===== config.mk =====
export PLATFORM = sky130hd
export DESIGN_NAME = flow_sched
export DESIGN_NICKNAME = d
export VERILOG_FILES = /design/src/logic/flow_sched_pkg.sv /design/src/logic/flow_sched.sv /design/src/logic/id_binder.sv
export VERILOG_INCLUDE_DIRS = /design/src /design/src/logic
export SDC_FILE = /design/constraint.sdc
export NUM_CORES = 2
export LEC_CHECK = 0
export BUFFER_PORTS_ARGS = -buffer_cell sky130_fd_sc_hd__clkbuf_2
export CORE_MARGIN = 5
export CORE_UTILIZATION = 50
export DETAILED_ROUTE_END_ITERATION = 10
export PLACE_DENSITY_LB_ADDON = 0.25
export SYNTH_ARGS = -nofsm -noshare
export SYNTH_HDL_FRONTEND = slang
export SYNTH_SLANG_ARGS = --single-unit

===== constraint.sdc =====
create_clock -name REF_CLK -period 16.7 [get_ports REF_CLK]
set_clock_uncertainty 0.15 [all_clocks]
set_input_delay 3.34 -clock REF_CLK [delete_from_list [all_inputs] [get_ports REF_CLK]]
set_output_delay 3.34 -clock REF_CLK [all_outputs]
set_load 0.005 [all_outputs]

===== src/logic/flow_sched_consts.svh =====
`ifndef FLOW_SCHED_CONSTS_SVH
`define FLOW_SCHED_CONSTS_SVH
// register byte offsets
`define OFS_CTRL 12'h000
`define OFS_GRANT_INT 12'h004
`define OFS_POLL_INT 12'h008
`define OFS_CAPACITY 12'h00C
`define OFS_CHG_ADM 12'h010
`define OFS_CHG_ACT 12'h014
`define OFS_CHG_CMD 12'h018
`define OFS_STATUS 12'h01C
`define OFS_ADM_SET 12'h020
`define OFS_ACT_SET 12'h024
`define OFS_RULES 12'h028
`define OFS_REG_BIND 12'h02C
`define OFS_DSA 12'h030
// parameter-set type codes carried by a change
`define SET_TYPE_NONE 3'h0
`define SET_TYPE_ADM 3'h2
`define SET_TYPE_BOTH 3'h6
// rule edit codes
`define EDIT_NONE 2'h0
`define EDIT_ADD 2'h1
`define EDIT_KEEP 2'h2
`define EDIT_DEL 2'h3
// change result codes
`define RES_NONE 2'h0
`define RES_OK 2'h1
`define RES_FAIL 2'h2
// reset values
`define INT_RESET 16'h0100
`define POLL_RESET 16'h0100
`define CAP_RESET 24'h000FFF
// surplus fraction of one interval's bytes: 5/512, just under one percent
`define EXTRA_MUL 26'h0000005
`define EXTRA_SHIFT 9
`define BURST_MUL 26'h0000003
`endif


===== src/logic/flow_sched_pkg.sv =====
package flow_sched_pkg;
  typedef struct packed {
    logic [6:0] gpi;
    logic [15:0] grant_size;
  } qos_set_t;
  typedef enum logic [1:0] {
    FLOW_DEADMITTED = 2'b00,
    FLOW_ADMITTED = 2'b01,
    FLOW_ACTIVE = 2'b10
  } flow_state_t;
  typedef enum logic [1:0] {
    DSA_IDLE = 2'b00,
    DSA_WAIT_RSP = 2'b01,
    DSA_WAIT_ACK = 2'b10
  } dsa_state_t;
  typedef enum logic [1:0] {
    MSG_NONE = 2'b00,
    MSG_REQ = 2'b01,
    MSG_RSP = 2'b10,
    MSG_ACK = 2'b11
  } dsa_msg_t;
  typedef enum logic [1:0] {
    BIND_ACTIVE_US = 2'b00,
    BIND_PROV_US = 2'b01,
    BIND_ACTIVE_DS = 2'b10,
    BIND_PROV_DS = 2'b11
  } bind_kind_t;
  typedef struct packed {
    logic valid;
    logic want_us;
    logic want_ds;
    logic want_sid;
  } bind_req_t;
  typedef struct packed {
    logic sid_valid;
    logic [6:0] sid;
    logic [7:0] sfid_ds;
    logic [7:0] sfid_us;
  } bind_rsp_t;
  typedef struct packed {
    logic qi;
    logic [6:0] active_grants;
  } ugsh_t;
endpackage


===== src/logic/flow_sched.sv =====
// Local design decisions: the register offsets and register access over APB.
`timescale 1ns/10ps
`default_nettype none
`include "flow_sched_consts.svh"

module flow_sched (
  input wire logic REF_CLK,
  input wire logic RESETN,
  input wire logic PSEL,
  input wire logic PENABLE,
  input wire logic PWRITE,
  input wire logic [11:0] PADDR,
  input wire logic [31:0] PWDATA,
  output logic [31:0] PRDATA,
  output logic PREADY,
  output logic PSLVERR,
  input wire logic HDR_VALID,
  input wire flow_sched_pkg::ugsh_t HDR_UGSH,
  output logic GRANT_STB,
  output logic [15:0] GRANT_BYTES,
  output logic POLL_STB,
  output logic DSA_OUT_STB,
  output flow_sched_pkg::dsa_msg_t DSA_OUT_MSG
);
  import flow_sched_pkg::*;

  // ----------------------------------------
  // register bus decode
  // ----------------------------------------
  logic wr_en;
  logic rd_setup;
  logic mapped;
  assign wr_en = PSEL && PENABLE && PWRITE;
  assign rd_setup = PSEL && !PENABLE;
  assign PREADY = PENABLE;
  always_comb begin
    unique case (PADDR)
      `OFS_CTRL, `OFS_GRANT_INT, `OFS_POLL_INT, `OFS_CAPACITY, `OFS_CHG_ADM, `OFS_CHG_ACT,
      `OFS_CHG_CMD, `OFS_STATUS, `OFS_ADM_SET, `OFS_ACT_SET, `OFS_RULES, `OFS_REG_BIND,
      `OFS_DSA: mapped = 1'b1;
      default: mapped = 1'b0;
    endcase
  end
  // unmapped addresses answer with an error, reads give zero
  assign PSLVERR = PSEL && PENABLE && !mapped;

  // ----------------------------------------
  // software-written configuration
  // ----------------------------------------
  logic sched_en;
  logic polling_mode;
  logic [15:0] grant_int;
  logic [15:0] poll_int;
  logic [23:0] capacity;
  qos_set_t chg_adm;
  qos_set_t chg_act;
  always_ff @(posedge REF_CLK) begin
    if (!RESETN) begin
      sched_en <= 1'b0;
      polling_mode <= 1'b0;
      grant_int <= `INT_RESET;
      poll_int <= `POLL_RESET;
      capacity <= `CAP_RESET;
      chg_adm <= '0;
      chg_act <= '0;
    end else if (wr_en) begin
      unique case (PADDR)
        `OFS_CTRL: begin
          sched_en <= PWDATA[0];
          polling_mode <= PWDATA[1];
        end
        `OFS_GRANT_INT: grant_int <= PWDATA[15:0];
        `OFS_POLL_INT: poll_int <= PWDATA[15:0];
        `OFS_CAPACITY: capacity <= PWDATA[23:0];
        `OFS_CHG_ADM: chg_adm <= PWDATA[22:0];
        `OFS_CHG_ACT: chg_act <= PWDATA[22:0];
        default: ;
      endcase
    end
  end

  // ----------------------------------------
  // change transaction
  // ----------------------------------------
  qos_set_t adm_set;
  qos_set_t act_set;
  flow_state_t flow_state;
  logic [1:0] chg_result;
  logic chg_go;
  logic [2:0] set_type;
  logic admit_ok;
  logic subset_ok;
  logic [22:0] adm_bytes;
  assign chg_go = wr_en && (PADDR == `OFS_CHG_CMD);
  assign set_type = PWDATA[2:0];
  // operands widened first so the product keeps all 23 bits
  assign adm_bytes = {7'h00, chg_adm.grant_size} * {16'h0000, chg_adm.gpi};
  assign admit_ok = {1'b0, adm_bytes} <= capacity;
  assign subset_ok = (chg_act.gpi <= chg_adm.gpi) && (chg_act.grant_size <= chg_adm.grant_size);

  // admission is judged before the subset test; any failure leaves both sets
  always_ff @(posedge REF_CLK) begin
    if (!RESETN) begin
      adm_set <= '0;
      act_set <= '0;
      flow_state <= FLOW_DEADMITTED;
      chg_result <= `RES_NONE;
    end else if (chg_go) begin
      unique case (set_type)
        `SET_TYPE_NONE: begin
          adm_set <= '0;
          act_set <= '0;
          flow_state <= FLOW_DEADMITTED;
          chg_result <= `RES_OK;
        end
        `SET_TYPE_ADM: begin
          if (admit_ok) begin
            adm_set <= chg_adm;
            act_set <= '0;
            flow_state <= FLOW_ADMITTED;
            chg_result <= `RES_OK;
          end else begin
            chg_result <= `RES_FAIL;
          end
        end
        `SET_TYPE_BOTH: begin
          if (admit_ok && subset_ok) begin
            adm_set <= chg_adm;
            act_set <= chg_act;
            flow_state <= FLOW_ACTIVE;
            chg_result <= `RES_OK;
          end else begin
            chg_result <= `RES_FAIL;
          end
        end
        default: chg_result <= `RES_FAIL;
      endcase
    end
  end

  // classifier and suppression rule counts edited alongside a change
  logic [7:0] class_cnt;
  logic [7:0] phs_cnt;
  always_ff @(posedge REF_CLK) begin
    if (!RESETN) begin
      class_cnt <= 8'h00;
      phs_cnt <= 8'h00;
    end else if (chg_go) begin
      if (PWDATA[4:3] == `EDIT_ADD) begin
        class_cnt <= class_cnt + 8'h01;
      end else if (PWDATA[4:3] == `EDIT_DEL && class_cnt != 8'h00) begin
        class_cnt <= class_cnt - 8'h01;
      end
      if (PWDATA[6:5] == `EDIT_ADD) begin
        phs_cnt <= phs_cnt + 8'h01;
      end else if (PWDATA[6:5] == `EDIT_DEL && phs_cnt != 8'h00) begin
        phs_cnt <= phs_cnt - 8'h01;
      end
    end
  end

  // ----------------------------------------
  // identifier binding: registration and addition
  // ----------------------------------------
  bind_req_t bind_req;
  bind_rsp_t bind_rsp;
  logic [15:0] bind_ref;
  logic reg_go;
  logic dsa_go;
  bind_kind_t reg_kind;
  dsa_msg_t dsa_msg_in;
  logic dsa_he_init;
  dsa_state_t dsa_state;
  logic dsa_done;
  assign reg_go = wr_en && (PADDR == `OFS_REG_BIND);
  assign dsa_go = wr_en && (PADDR == `OFS_DSA);
  assign reg_kind = bind_kind_t'(PWDATA[17:16]);
  assign dsa_msg_in = dsa_msg_t'(PWDATA[1:0]);
  assign dsa_he_init = PWDATA[2];

  // active upstream gets both ids, provisioned upstream and downstream only a flow id
  always_comb begin
    bind_req = '0;
    if (reg_go) begin
      bind_req.valid = 1'b1;
      bind_req.want_us = (reg_kind == BIND_ACTIVE_US) || (reg_kind == BIND_PROV_US);
      bind_req.want_ds = (reg_kind == BIND_ACTIVE_DS) || (reg_kind == BIND_PROV_DS);
      bind_req.want_sid = (reg_kind == BIND_ACTIVE_US);
    end else if (dsa_go && dsa_msg_in == MSG_REQ && dsa_state == DSA_IDLE && (PWDATA[3] || PWDATA[4])) begin
      // one upstream bit and one downstream bit: never more than one of each
      bind_req.valid = 1'b1;
      bind_req.want_us = PWDATA[3];
      bind_req.want_ds = PWDATA[4];
      bind_req.want_sid = PWDATA[3];
    end
  end

  id_binder id_binder_i (
    .clk(REF_CLK),
    .resetn(RESETN),
    .req(bind_req),
    .rsp(bind_rsp)
  );

  // reference echoed untouched next to the assigned ids
  always_ff @(posedge REF_CLK) begin
    if (!RESETN) begin
      bind_ref <= 16'h0000;
    end else if (reg_go) begin
      bind_ref <= PWDATA[15:0];
    end
  end

  // addition handshake; a modem request is answered by us, ours awaits its answer
  always_ff @(posedge REF_CLK) begin
    if (!RESETN) begin
      dsa_state <= DSA_IDLE;
      dsa_done <= 1'b0;
      DSA_OUT_STB <= 1'b0;
      DSA_OUT_MSG <= MSG_NONE;
    end else begin
      DSA_OUT_STB <= 1'b0;
      if (dsa_go) begin
        unique case (dsa_state)
          DSA_IDLE: begin
            if (dsa_msg_in == MSG_REQ && bind_req.valid) begin
              dsa_done <= 1'b0;
              DSA_OUT_STB <= 1'b1;
              if (dsa_he_init) begin
                DSA_OUT_MSG <= MSG_REQ;
                dsa_state <= DSA_WAIT_RSP;
              end else begin
                DSA_OUT_MSG <= MSG_RSP;
                dsa_state <= DSA_WAIT_ACK;
              end
            end
          end
          DSA_WAIT_RSP: begin
            if (dsa_msg_in == MSG_RSP) begin
              DSA_OUT_STB <= 1'b1;
              DSA_OUT_MSG <= MSG_ACK;
              dsa_done <= 1'b1;
              dsa_state <= DSA_IDLE;
            end
          end
          DSA_WAIT_ACK: begin
            if (dsa_msg_in == MSG_ACK) begin
              dsa_done <= 1'b1;
              dsa_state <= DSA_IDLE;
            end
          end
          default: dsa_state <= DSA_IDLE;
        endcase
      end
    end
  end

  // ----------------------------------------
  // received header state
  // ----------------------------------------
  logic qi;
  logic [6:0] active_grants;
  // the latest header always wins; the grant count is only reported
  always_ff @(posedge REF_CLK) begin
    if (!RESETN) begin
      qi <= 1'b0;
      active_grants <= 7'h00;
    end else if (HDR_VALID) begin
      qi <= HDR_UGSH.qi;
      active_grants <= HDR_UGSH.active_grants;
    end
  end

  // ----------------------------------------
  // grant and poll scheduling
  // ----------------------------------------
  logic flow_live;
  logic [15:0] int_cnt;
  logic [15:0] poll_cnt;
  logic int_tick;
  logic poll_tick;
  logic [6:0] pending;
  logic extra_used;
  logic [25:0] credit;
  logic [25:0] burst_b;
  logic [25:0] refill;
  logic [25:0] cap3;
  logic [25:0] next_credit;
  logic grant_now;
  logic want_extra;
  assign flow_live = sched_en && (flow_state == FLOW_ACTIVE);
  assign int_tick = flow_live && !polling_mode && (int_cnt == 16'h0000);
  assign poll_tick = flow_live && polling_mode && (poll_cnt == 16'h0000);
  assign burst_b = {10'h000, act_set.grant_size} * {19'h00000, act_set.gpi};
  assign refill = burst_b + ((burst_b * `EXTRA_MUL) >> `EXTRA_SHIFT);
  assign cap3 = 26'(burst_b * `BURST_MUL);
  assign want_extra = qi && !extra_used && (pending == 7'h00) && (credit >= {10'h000, act_set.grant_size});
  assign grant_now = !int_tick && ((pending != 7'h00) || want_extra);

  // interval counters restart at every period
  always_ff @(posedge REF_CLK) begin
    if (!RESETN || !flow_live) begin
      int_cnt <= 16'h0000;
      poll_cnt <= 16'h0000;
    end else begin
      int_cnt <= int_tick ? grant_int - 16'h0001 : int_cnt - {15'h0000, int_cnt != 16'h0000};
      poll_cnt <= poll_tick ? poll_int - 16'h0001 : poll_cnt - {15'h0000, poll_cnt != 16'h0000};
    end
  end

  // byte bucket refilled each interval, never above 3B
  always_comb begin
    next_credit = credit;
    if (int_tick) begin
      next_credit = (credit + refill > cap3) ? cap3 : credit + refill;
    end else if (grant_now) begin
      next_credit = (credit > {10'h000, act_set.grant_size}) ? credit - {10'h000, act_set.grant_size} : 26'h0000000;
    end
  end

  // nominal grants at the interval start, one surplus grant only while flagged
  always_ff @(posedge REF_CLK) begin
    if (!RESETN || !flow_live || polling_mode) begin
      pending <= 7'h00;
      extra_used <= 1'b0;
      credit <= 26'h0000000;
    end else begin
      credit <= next_credit;
      if (int_tick) begin
        pending <= act_set.gpi;
        extra_used <= 1'b0;
      end else if (pending != 7'h00) begin
        pending <= pending - 7'h01;
      end else if (want_extra) begin
        extra_used <= 1'b1;
      end
    end
  end

  // grants carry the fixed grant size; polls only for the polling flow
  always_ff @(posedge REF_CLK) begin
    if (!RESETN) begin
      GRANT_STB <= 1'b0;
      GRANT_BYTES <= 16'h0000;
      POLL_STB <= 1'b0;
    end else begin
      GRANT_STB <= flow_live && !polling_mode && grant_now;
      GRANT_BYTES <= act_set.grant_size;
      POLL_STB <= poll_tick;
    end
  end

  // ----------------------------------------
  // read data, captured in the setup cycle
  // ----------------------------------------
  always_ff @(posedge REF_CLK) begin
    if (!RESETN) begin
      PRDATA <= 32'h00000000;
    end else if (rd_setup) begin
      unique case (PADDR)
        `OFS_CTRL: PRDATA <= {30'h00000000, polling_mode, sched_en};
        `OFS_GRANT_INT: PRDATA <= {16'h0000, grant_int};
        `OFS_POLL_INT: PRDATA <= {16'h0000, poll_int};
        `OFS_CAPACITY: PRDATA <= {8'h00, capacity};
        `OFS_CHG_ADM: PRDATA <= {9'h000, chg_adm};
        `OFS_CHG_ACT: PRDATA <= {9'h000, chg_act};
        `OFS_STATUS: PRDATA <= {17'h00000, dsa_done, dsa_state, active_grants, qi, chg_result, flow_state};
        `OFS_ADM_SET: PRDATA <= {9'h000, adm_set};
        `OFS_ACT_SET: PRDATA <= {9'h000, act_set};
        `OFS_RULES: PRDATA <= {16'h0000, phs_cnt, class_cnt};
        `OFS_REG_BIND: PRDATA <= {bind_rsp.sid_valid, bind_rsp.sid, bind_rsp.sfid_us | bind_rsp.sfid_ds, bind_ref};
        `OFS_DSA: PRDATA <= {bind_rsp.sid_valid, bind_rsp.sid, bind_rsp.sfid_ds, bind_rsp.sfid_us};
        default: PRDATA <= 32'h00000000;
      endcase
    end
  end
endmodule
`default_nettype wire


===== src/logic/id_binder.sv =====
`timescale 1ns/10ps
`default_nettype none
// hands out flow and service identifiers in ascending order
module id_binder (
  input wire logic clk,
  input wire logic resetn,
  input wire flow_sched_pkg::bind_req_t req,
  output flow_sched_pkg::bind_rsp_t rsp
);
  import flow_sched_pkg::*;

  logic [7:0] next_sfid;
  logic [6:0] next_sid;

  // counters wrap; software must retire flow ids before 256 and service ids before 128 are issued
  always_ff @(posedge clk) begin
    if (!resetn) begin
      next_sfid <= 8'h01;
      next_sid <= 7'h01;
    end else if (req.valid) begin
      next_sfid <= next_sfid + {7'h00, req.want_us} + {7'h00, req.want_ds};
      if (req.want_sid && req.want_us) begin
        next_sid <= next_sid + 7'h01;
      end
    end
  end

  // answer registered the edge after the request
  always_ff @(posedge clk) begin
    if (!resetn) begin
      rsp <= '0;
    end else if (req.valid) begin
      rsp.sfid_us <= req.want_us ? next_sfid : 8'h00;
      rsp.sfid_ds <= req.want_ds ? (req.want_us ? next_sfid + 8'h01 : next_sfid) : 8'h00;
      rsp.sid_valid <= req.want_sid && req.want_us;
      rsp.sid <= (req.want_sid && req.want_us) ? next_sid : 7'h00;
    end
  end
endmodule
`default_nettype wire

## Word level (Yosys, flattened, before mapping)

Memories as Yosys holds them, arrays and structs flattened.
Index checks and enable logic that the tools add are counted.

| cells by class | value |
|---|---|
| reductions and logical operators | 75 |
| eq/ne operators | 32 |
| bitwise gates (word level) | 2 |
| mux-type cells | 46 |
| $lt $le $gt $ge | 6 |
| multipliers | 4 |
| $add $sub $neg | 16 |

Operators by type and width:

| operator | count |
|---|---|
| one-hot mux 32 bit (12 select lines) | 1 |
| one-hot mux 23 bit (3 select lines) | 2 |
| 2-to-1 mux 26 bit | 4 |
| 2-to-1 mux 23 bit | 4 |
| equality test 12 x 6 -> 1 bit, second input constant | 5 |
| 2-to-1 mux 8 bit | 7 |
| equality test 12 x 5 -> 1 bit, second input constant | 4 |
| multiplier 16 x 7 -> 23 bit | 2 |
| logical NOT 16 bit | 2 |
| 2-to-1 mux 16 bit | 2 |
| nonzero test 16 bit | 2 |
| subtractor 16 x 1 -> 16 bit | 2 |
| subtractor 16 x 1 -> 16 bit, second input constant | 2 |
| adder 26 x 24 -> 26 bit | 1 |
| greater-or-equal comparator 26 x 16 -> 1 bit | 1 |
| > comparator 26 x 16 -> 1 bit | 1 |
| > comparator 26 x 25 -> 1 bit | 1 |
| logical AND 1 bit | 26 |
| multiplier 23 x 3 -> 26 bit, second input constant | 1 |
| subtractor 26 x 16 -> 26 bit | 1 |
| multiplier 23 x 2 -> 25 bit, second input constant | 1 |
| adder 23 x 17 -> 24 bit | 1 |
| adder 8 x 1 -> 8 bit, second input constant | 3 |
| equality test 12 x 4 -> 1 bit, second input constant | 2 |
| 39 further kinds | 103 |

| storage, ports and cells | value |
|---|---|
| flip-flop bits (word level) | 355 |
| word-level logic and storage cells | 221 |
| memories | 1 |
| input bits | 58 |
| ROM bits | 64 |

Memories:

| name | words | width | read ports | clocked after memory_dff | wr ports | RTL line | RTL |
|---|---|---|---|---|---|---|---|
| (no name shown) | 64 | 1 | 1 | 0 | 0 | flow_sched.sv:37 | `unique case (PADDR)` |

## Logic depth before layout (Yosys ltp)

| logic depth | value |
|---|---|
| depth in word-level cells | 11 |
| depth in mapped cells | 55 |
| depth with buffers taken out | 51 |

## Cells and area by module

A second synthesis with hierarchy kept.

| second synthesis, totals | value |
|---|---|
| cell total of the unflattened synthesis | 3684 |
| area, all modules | 29878.7 sq um |

By module, submodules not included:

| module | seq. area each (sq um) | cells each | times used | area each (sq um) |
|---|---|---|---|---|
| flow_sched | 6326.1 | 3494 | 1 | 28249.6 |
| id_binder | 780.7 | 190 | 1 | 1629.1 |

## Worst setup path after synthesis

Ideal clock, no wire load.

| timing path | value |
|---|---|
| path kind | register -> register |
| start point | register act_set[22] in the netlist's numbering |
| end point | register credit[1] |
| buffers on the path | 3 |
| required time | 16.422 ns |
| stages on the path, launching flop included | 50 |
| period minus slack after synthesis | 11.669 ns |
| arrival time | 11.391 ns |
| library setup time | 0.128 ns |
| slack | 5.031 ns |
| cell sequence | dfxtp_1 > clkbuf_1 > clkbuf_1 > nand2_1 > fa_1 > fa_1 > inv_1 > fa_1 > inv_1 > fa_1 > inv_1 > ha_1 > a41o_1 > or2_2 > nand2_1 > nand2_1 > a21oi_1 > xor2_1 > [... 14 more ...] > a21o_1 > or3_1 > o21ai_0 > nor2_1 > a21o_1 > a211oi_1 > nor3_1 > ha_1 > a21o_1 > a21o_1 > a211o_1 > a2111oi_0 > a21oi_1 > nor3_1 > buf_2 > mux2_2 > a221oi_1 > nor2_1 |

| between the ends | value |
|---|---|
| word-level cells in the longest chain between the ends | 7 |

Ends and longest elaborated chain:

| element | RTL line | RTL |
|---|---|---|
| start, declared | flow_sched.sv:86 | `qos_set_t act_set;` |
| start signal, assigned | flow_sched.sv:129 | `act_set <= chg_act;` |
| multiplier 16 x 7 -> 23 bit * | flow_sched.sv:294 | `assign burst_b = {10'h000, act_set.grant_size} * {19'h00000, act_set.gpi};` |
| multiplier 23 x 3 -> 26 bit (no source line) | n/a |  |
| adder 23 x 17 -> 24 bit | flow_sched.sv:295 | `` assign refill = burst_b + ((burst_b * `EXTRA_MUL) >> `EXTRA_SHIFT); `` |
| adder 26 x 24 -> 26 bit | flow_sched.sv:315 | `next_credit = (credit + refill > cap3) ? cap3 : credit + refill;` |
| > comparator 26 x 25 -> 1 bit | flow_sched.sv:315 |  |
| 2-to-1 mux 26 bit * | flow_sched.sv:315 |  |
| 2-to-1 mux 26 bit * | flow_sched.sv:314 | `if (int_tick) begin` |
| end signal, assigned | flow_sched.sv:328 | `credit <= next_credit;` |
| end, declared | flow_sched.sv:284 | `logic [25:0] credit;` |

Every way passes the cells marked *; elsewhere a longest branch is shown, timed or not.
A chain may end at the register's enable or synchronous reset.

## Worst setup path after layout

| timing path | value |
|---|---|
| start point | register act_set[0] in the netlist's numbering |
| end point | register credit[1] |

| between the ends | value |
|---|---|
| word-level cells in the longest chain between the ends | 7 |

Ends and longest elaborated chain:

| element | RTL line |
|---|---|
| multiplier 16 x 7 -> 23 bit | flow_sched.sv:294 |
| multiplier 23 x 3 -> 26 bit (no source line) | n/a |
| adder 23 x 17 -> 24 bit | flow_sched.sv:295 |
| adder 26 x 24 -> 26 bit | flow_sched.sv:315 |
| > comparator 26 x 25 -> 1 bit | flow_sched.sv:315 |
| 2-to-1 mux 26 bit | flow_sched.sv:315 |
| 2-to-1 mux 26 bit | flow_sched.sv:314 |

Parallel ways exist; a longest one is shown, timed or not. The select of a mux whose other input is x is not followed.

==> flow_summary.toml <==
[grt]
grt_max_degree = 127
antenna_found_initial = 4
grt.busiest_layer = "met2"
grt_util_met1 = 0.349
use_met2 = 0.469
grt_pass1_vias = 25895
grt_pass1_wl_mm = 144
grt.met3_usage = 0.0501
grt.total_usage = 0.282
overflow = 0

[power_and_ir_drop]
pwr-share-seq = 0.468
p_per_area_nw_per_um2 = 57.0
p_clk_frac = 0.504
p_leak_nw = 14.3
pwr-share-comb = 0.029
power_w = 0.00182
p_sw_frac = 0.238
p_int_w = 0.00139
peakVddDrop_uv = 74.1
p_sw_w = 0.000433

[route]
routed_wirelength_mm = 93.1
via_per_inst = 6.01
ant_nets = 0
drtPass1Iterations = 7
drt-initial-drc-count = 2594
post-route-drc-count = 0
wl_per_cell_um = 21.0
vias = 26705

[synthesis]
synth_xor_area_frac = 0.0578
synth_warnings = 0
synth_largest_area_cell = "dfxtp_1"
synthDistinctLibCells = 100
avgSynthCellArea_um2 = 8.08
synthMuxAreaShare = 0.0115
syn_nets = 4136
synth.area.top_cells = "dfxtp_1 (24%), ha_1 (11%), fa_1 (11%)"
synth-seq-area-share = 0.241
synth.most_common_cell = "nand2_1"
synth_ff_type = "dfxtp_1"
synth_adder_area_share = 0.220
synthTopCellsByCount = "nand2_1 (483), dfxtp_1 (355), nor2_1 (315)"
synth_edf_count = 0
synth_top_cell_area_share = 0.241
synth_compound_area_frac = 0.200
synth_top_family_by_area = "adder cells"
synthSimpleGateAreaFrac = 0.201
synth_area_um2 = 29500
async_reset_ff_frac = 0
synth_seq_cells = 355
netlist_instances = 3652

[clock_tree]
post_cts_buffers = 0
ctsHtreeMaxLevel = 2
clkSinkCount = 355
cts_resized = 0
numCtsBuffers = 42
cts_buffer_depth = 3
cts_hold_buf = 0
clkTransAtPathRegs_ns = 0.06
cts_tree = "done"
clkLatencyLatePin_ns = 0.59
root_buffer = "clkbuf_16"

[critical_path]
slowest_stage = "dfxtp_1"
crit_arrival_ns = 13.76
critPathLaunchType = "register"
end_kind = "register"
cpPeakStageDelay_ns = 0.62
worstSetupPathType = "register to register"
critPathRequiredTime_ns = 16.99
crit_top_cell = "ha_1"
critical_path.max_fanout = 38

[status]
status = "finished clean"

[place]
io_buffers = 104
hpwl_mm = 70.2
gp_congestion = 0.920

[die]
die_area_um2 = 64000
start_util = 0.502
rows = 89
die_y_um = 253
die_x_um = 253
io_pins = 113
core_um2 = 58800

[timing]
worst_pin_slew_ns = 1.15
setup_viol = 0
max_freq_mhz = 74.2
tns_ns = 0
finalCritPeriodShare = 0.806
slew_violations = 0
rsz0062_at_grt = "false"
relSlewSlack = 0.234
hold_slack_ns = 0.301
period_minus_slack_ns = 13.47
hold_viol = 0

[finish]
fin_util = 0.543
final_nets = 4124
area_growth_pct = 8.23
drive_above_1_share = 0.0791

[min_path]
hold_class = "register to register"

[job]
drv_cap = 0
## state kept, by name, summed over array words and instances, names as in the netlist, 2 cells and up
name / count
adm_set: 23
id_binder_i.rsp: 24
flow_state: 2
bind_ref: 16
credit: 26
int_cnt: 16
active_grants: 7
GRANT_BYTES: 16
id_binder_i.next_sid: 7
chg_act: 23
poll_cnt: 16
chg_result: 2
poll_int: 16
chg_adm: 23
PRDATA: 32
id_binder_i.next_sfid: 8
class_cnt: 8
act_set: 23
dsa_state: 2
grant_int: 16
phs_cnt: 8
pending: 7
capacity: 24
DSA_OUT_MSG: 2
## through the flow
stage / cell area [um^2] / instances / setup slack (ns)
6_report: 31900 / 4442 / 3.23
3_5_place_dp: 30600 / 4369 / 3.30
2_1_floorplan: 29500 / 3652 / 5.03
5_1_grt: 31900 / 4441 / 2.55
3_3_place_gp: 30600 / 4369 / 3.34
4_1_cts: 31900 / 4441 / 3.23
## path summary, 6_finish.rpt
| check | slack (ns) | depth (start not counted) | from | to |
|---|---|---|---|---|
| worst max-delay path | 3.23 | 48 | act_set[0] | credit[1] |
| worst min-delay path | 0.30 | 2 | PRDATA[29] | PRDATA[29] |
| worst max register to register | 3.23 | 48 | act_set[0] | credit[1] |
| worst min register to register | 0.30 | 2 | PRDATA[29] | PRDATA[29] |
## cell usage in the layout (no fill, tap or decap), drive strengths merged, types with 27 or more instances in the layout
cell,netlist,layout
nand3,69,69
o21a,42,42
a211oi,45,45
o21ai,83,83
and2,109,109
nor3,80,80
clkbuf,178,164
buf,29,47
nand2,485,485
ha,270,270
nand4,35,35
a21oi,267,267
a22oi,52,52
dfxtp,355,355
xor2,76,76
nand2b,27,27
nor2b,29,29
nor2,317,317
fa,156,156
inv,314,314
a222oi,45,45
a22o,53,53
a21o,63,63
xnor2,118,118
a221oi,33,33
## kinds of logic (layout without fill, tap and decap cells)
| group | count (synthesis) | after routing |
|---|---|---|
| muxes | 33 | 33 |
| DFF | 355 | 355 |
| and+or+nand+nor | 1277 | 1277 |
| xor gates and xnor gates | 194 | 194 |
| AOI/OAI and AO/OA | 844 | 844 |
| other | 0 | 1 |
| adders and majority gates | 426 | 426 |
| buffers and inverters | 523 | 539 |
## power by group through the flow
stage	combinational (W)	sequential [W]	clock [W]
after floorplan	0.0000272	0.000869	0
after global placement	0.0000508	0.000870	0
after detailed placement	0.0000508	0.000870	0
after CTS	0.0000510	0.000851	0.000933
after global routing	0.0000551	0.000851	0.000962
final	0.0000521	0.000851	0.000917
## routing by layer
metal  wire (um)  vias up  part of all wire
met4        5930        6             0.064
met1       36900    12652              0.40
met3        7410      283             0.080
li1            -    12633                 -
met2       42700     1131              0.46
met5          34        -           0.00037
## critical path: cells and delay by family (launching register included)
kind	cells	cell delay (ns)
and+or+nand+nor	14	2.45
adders and majority gates	10	4.23
xor gates and xnor gates	2	0.70
AOI/OAI and AO/OA	16	3.94
muxes	1	0.40
buffers and inverters	5	0.79
DFF	1	0.62
## final cells by class
cell class                      count  area (um^2)
Sequential cell                   355         7110
Clock inverter                     12          143
Inverter                          316         1190
Multi-Input combinational cell   2774        20400
Timing Repair Buffer              151          873
Tap cell                          773          967
Antenna cell                        1         2.50
Fill cell                        5549        26900
Clock buffer                       60         1220
No activity file was read; power rests on OpenSTA's default activity.
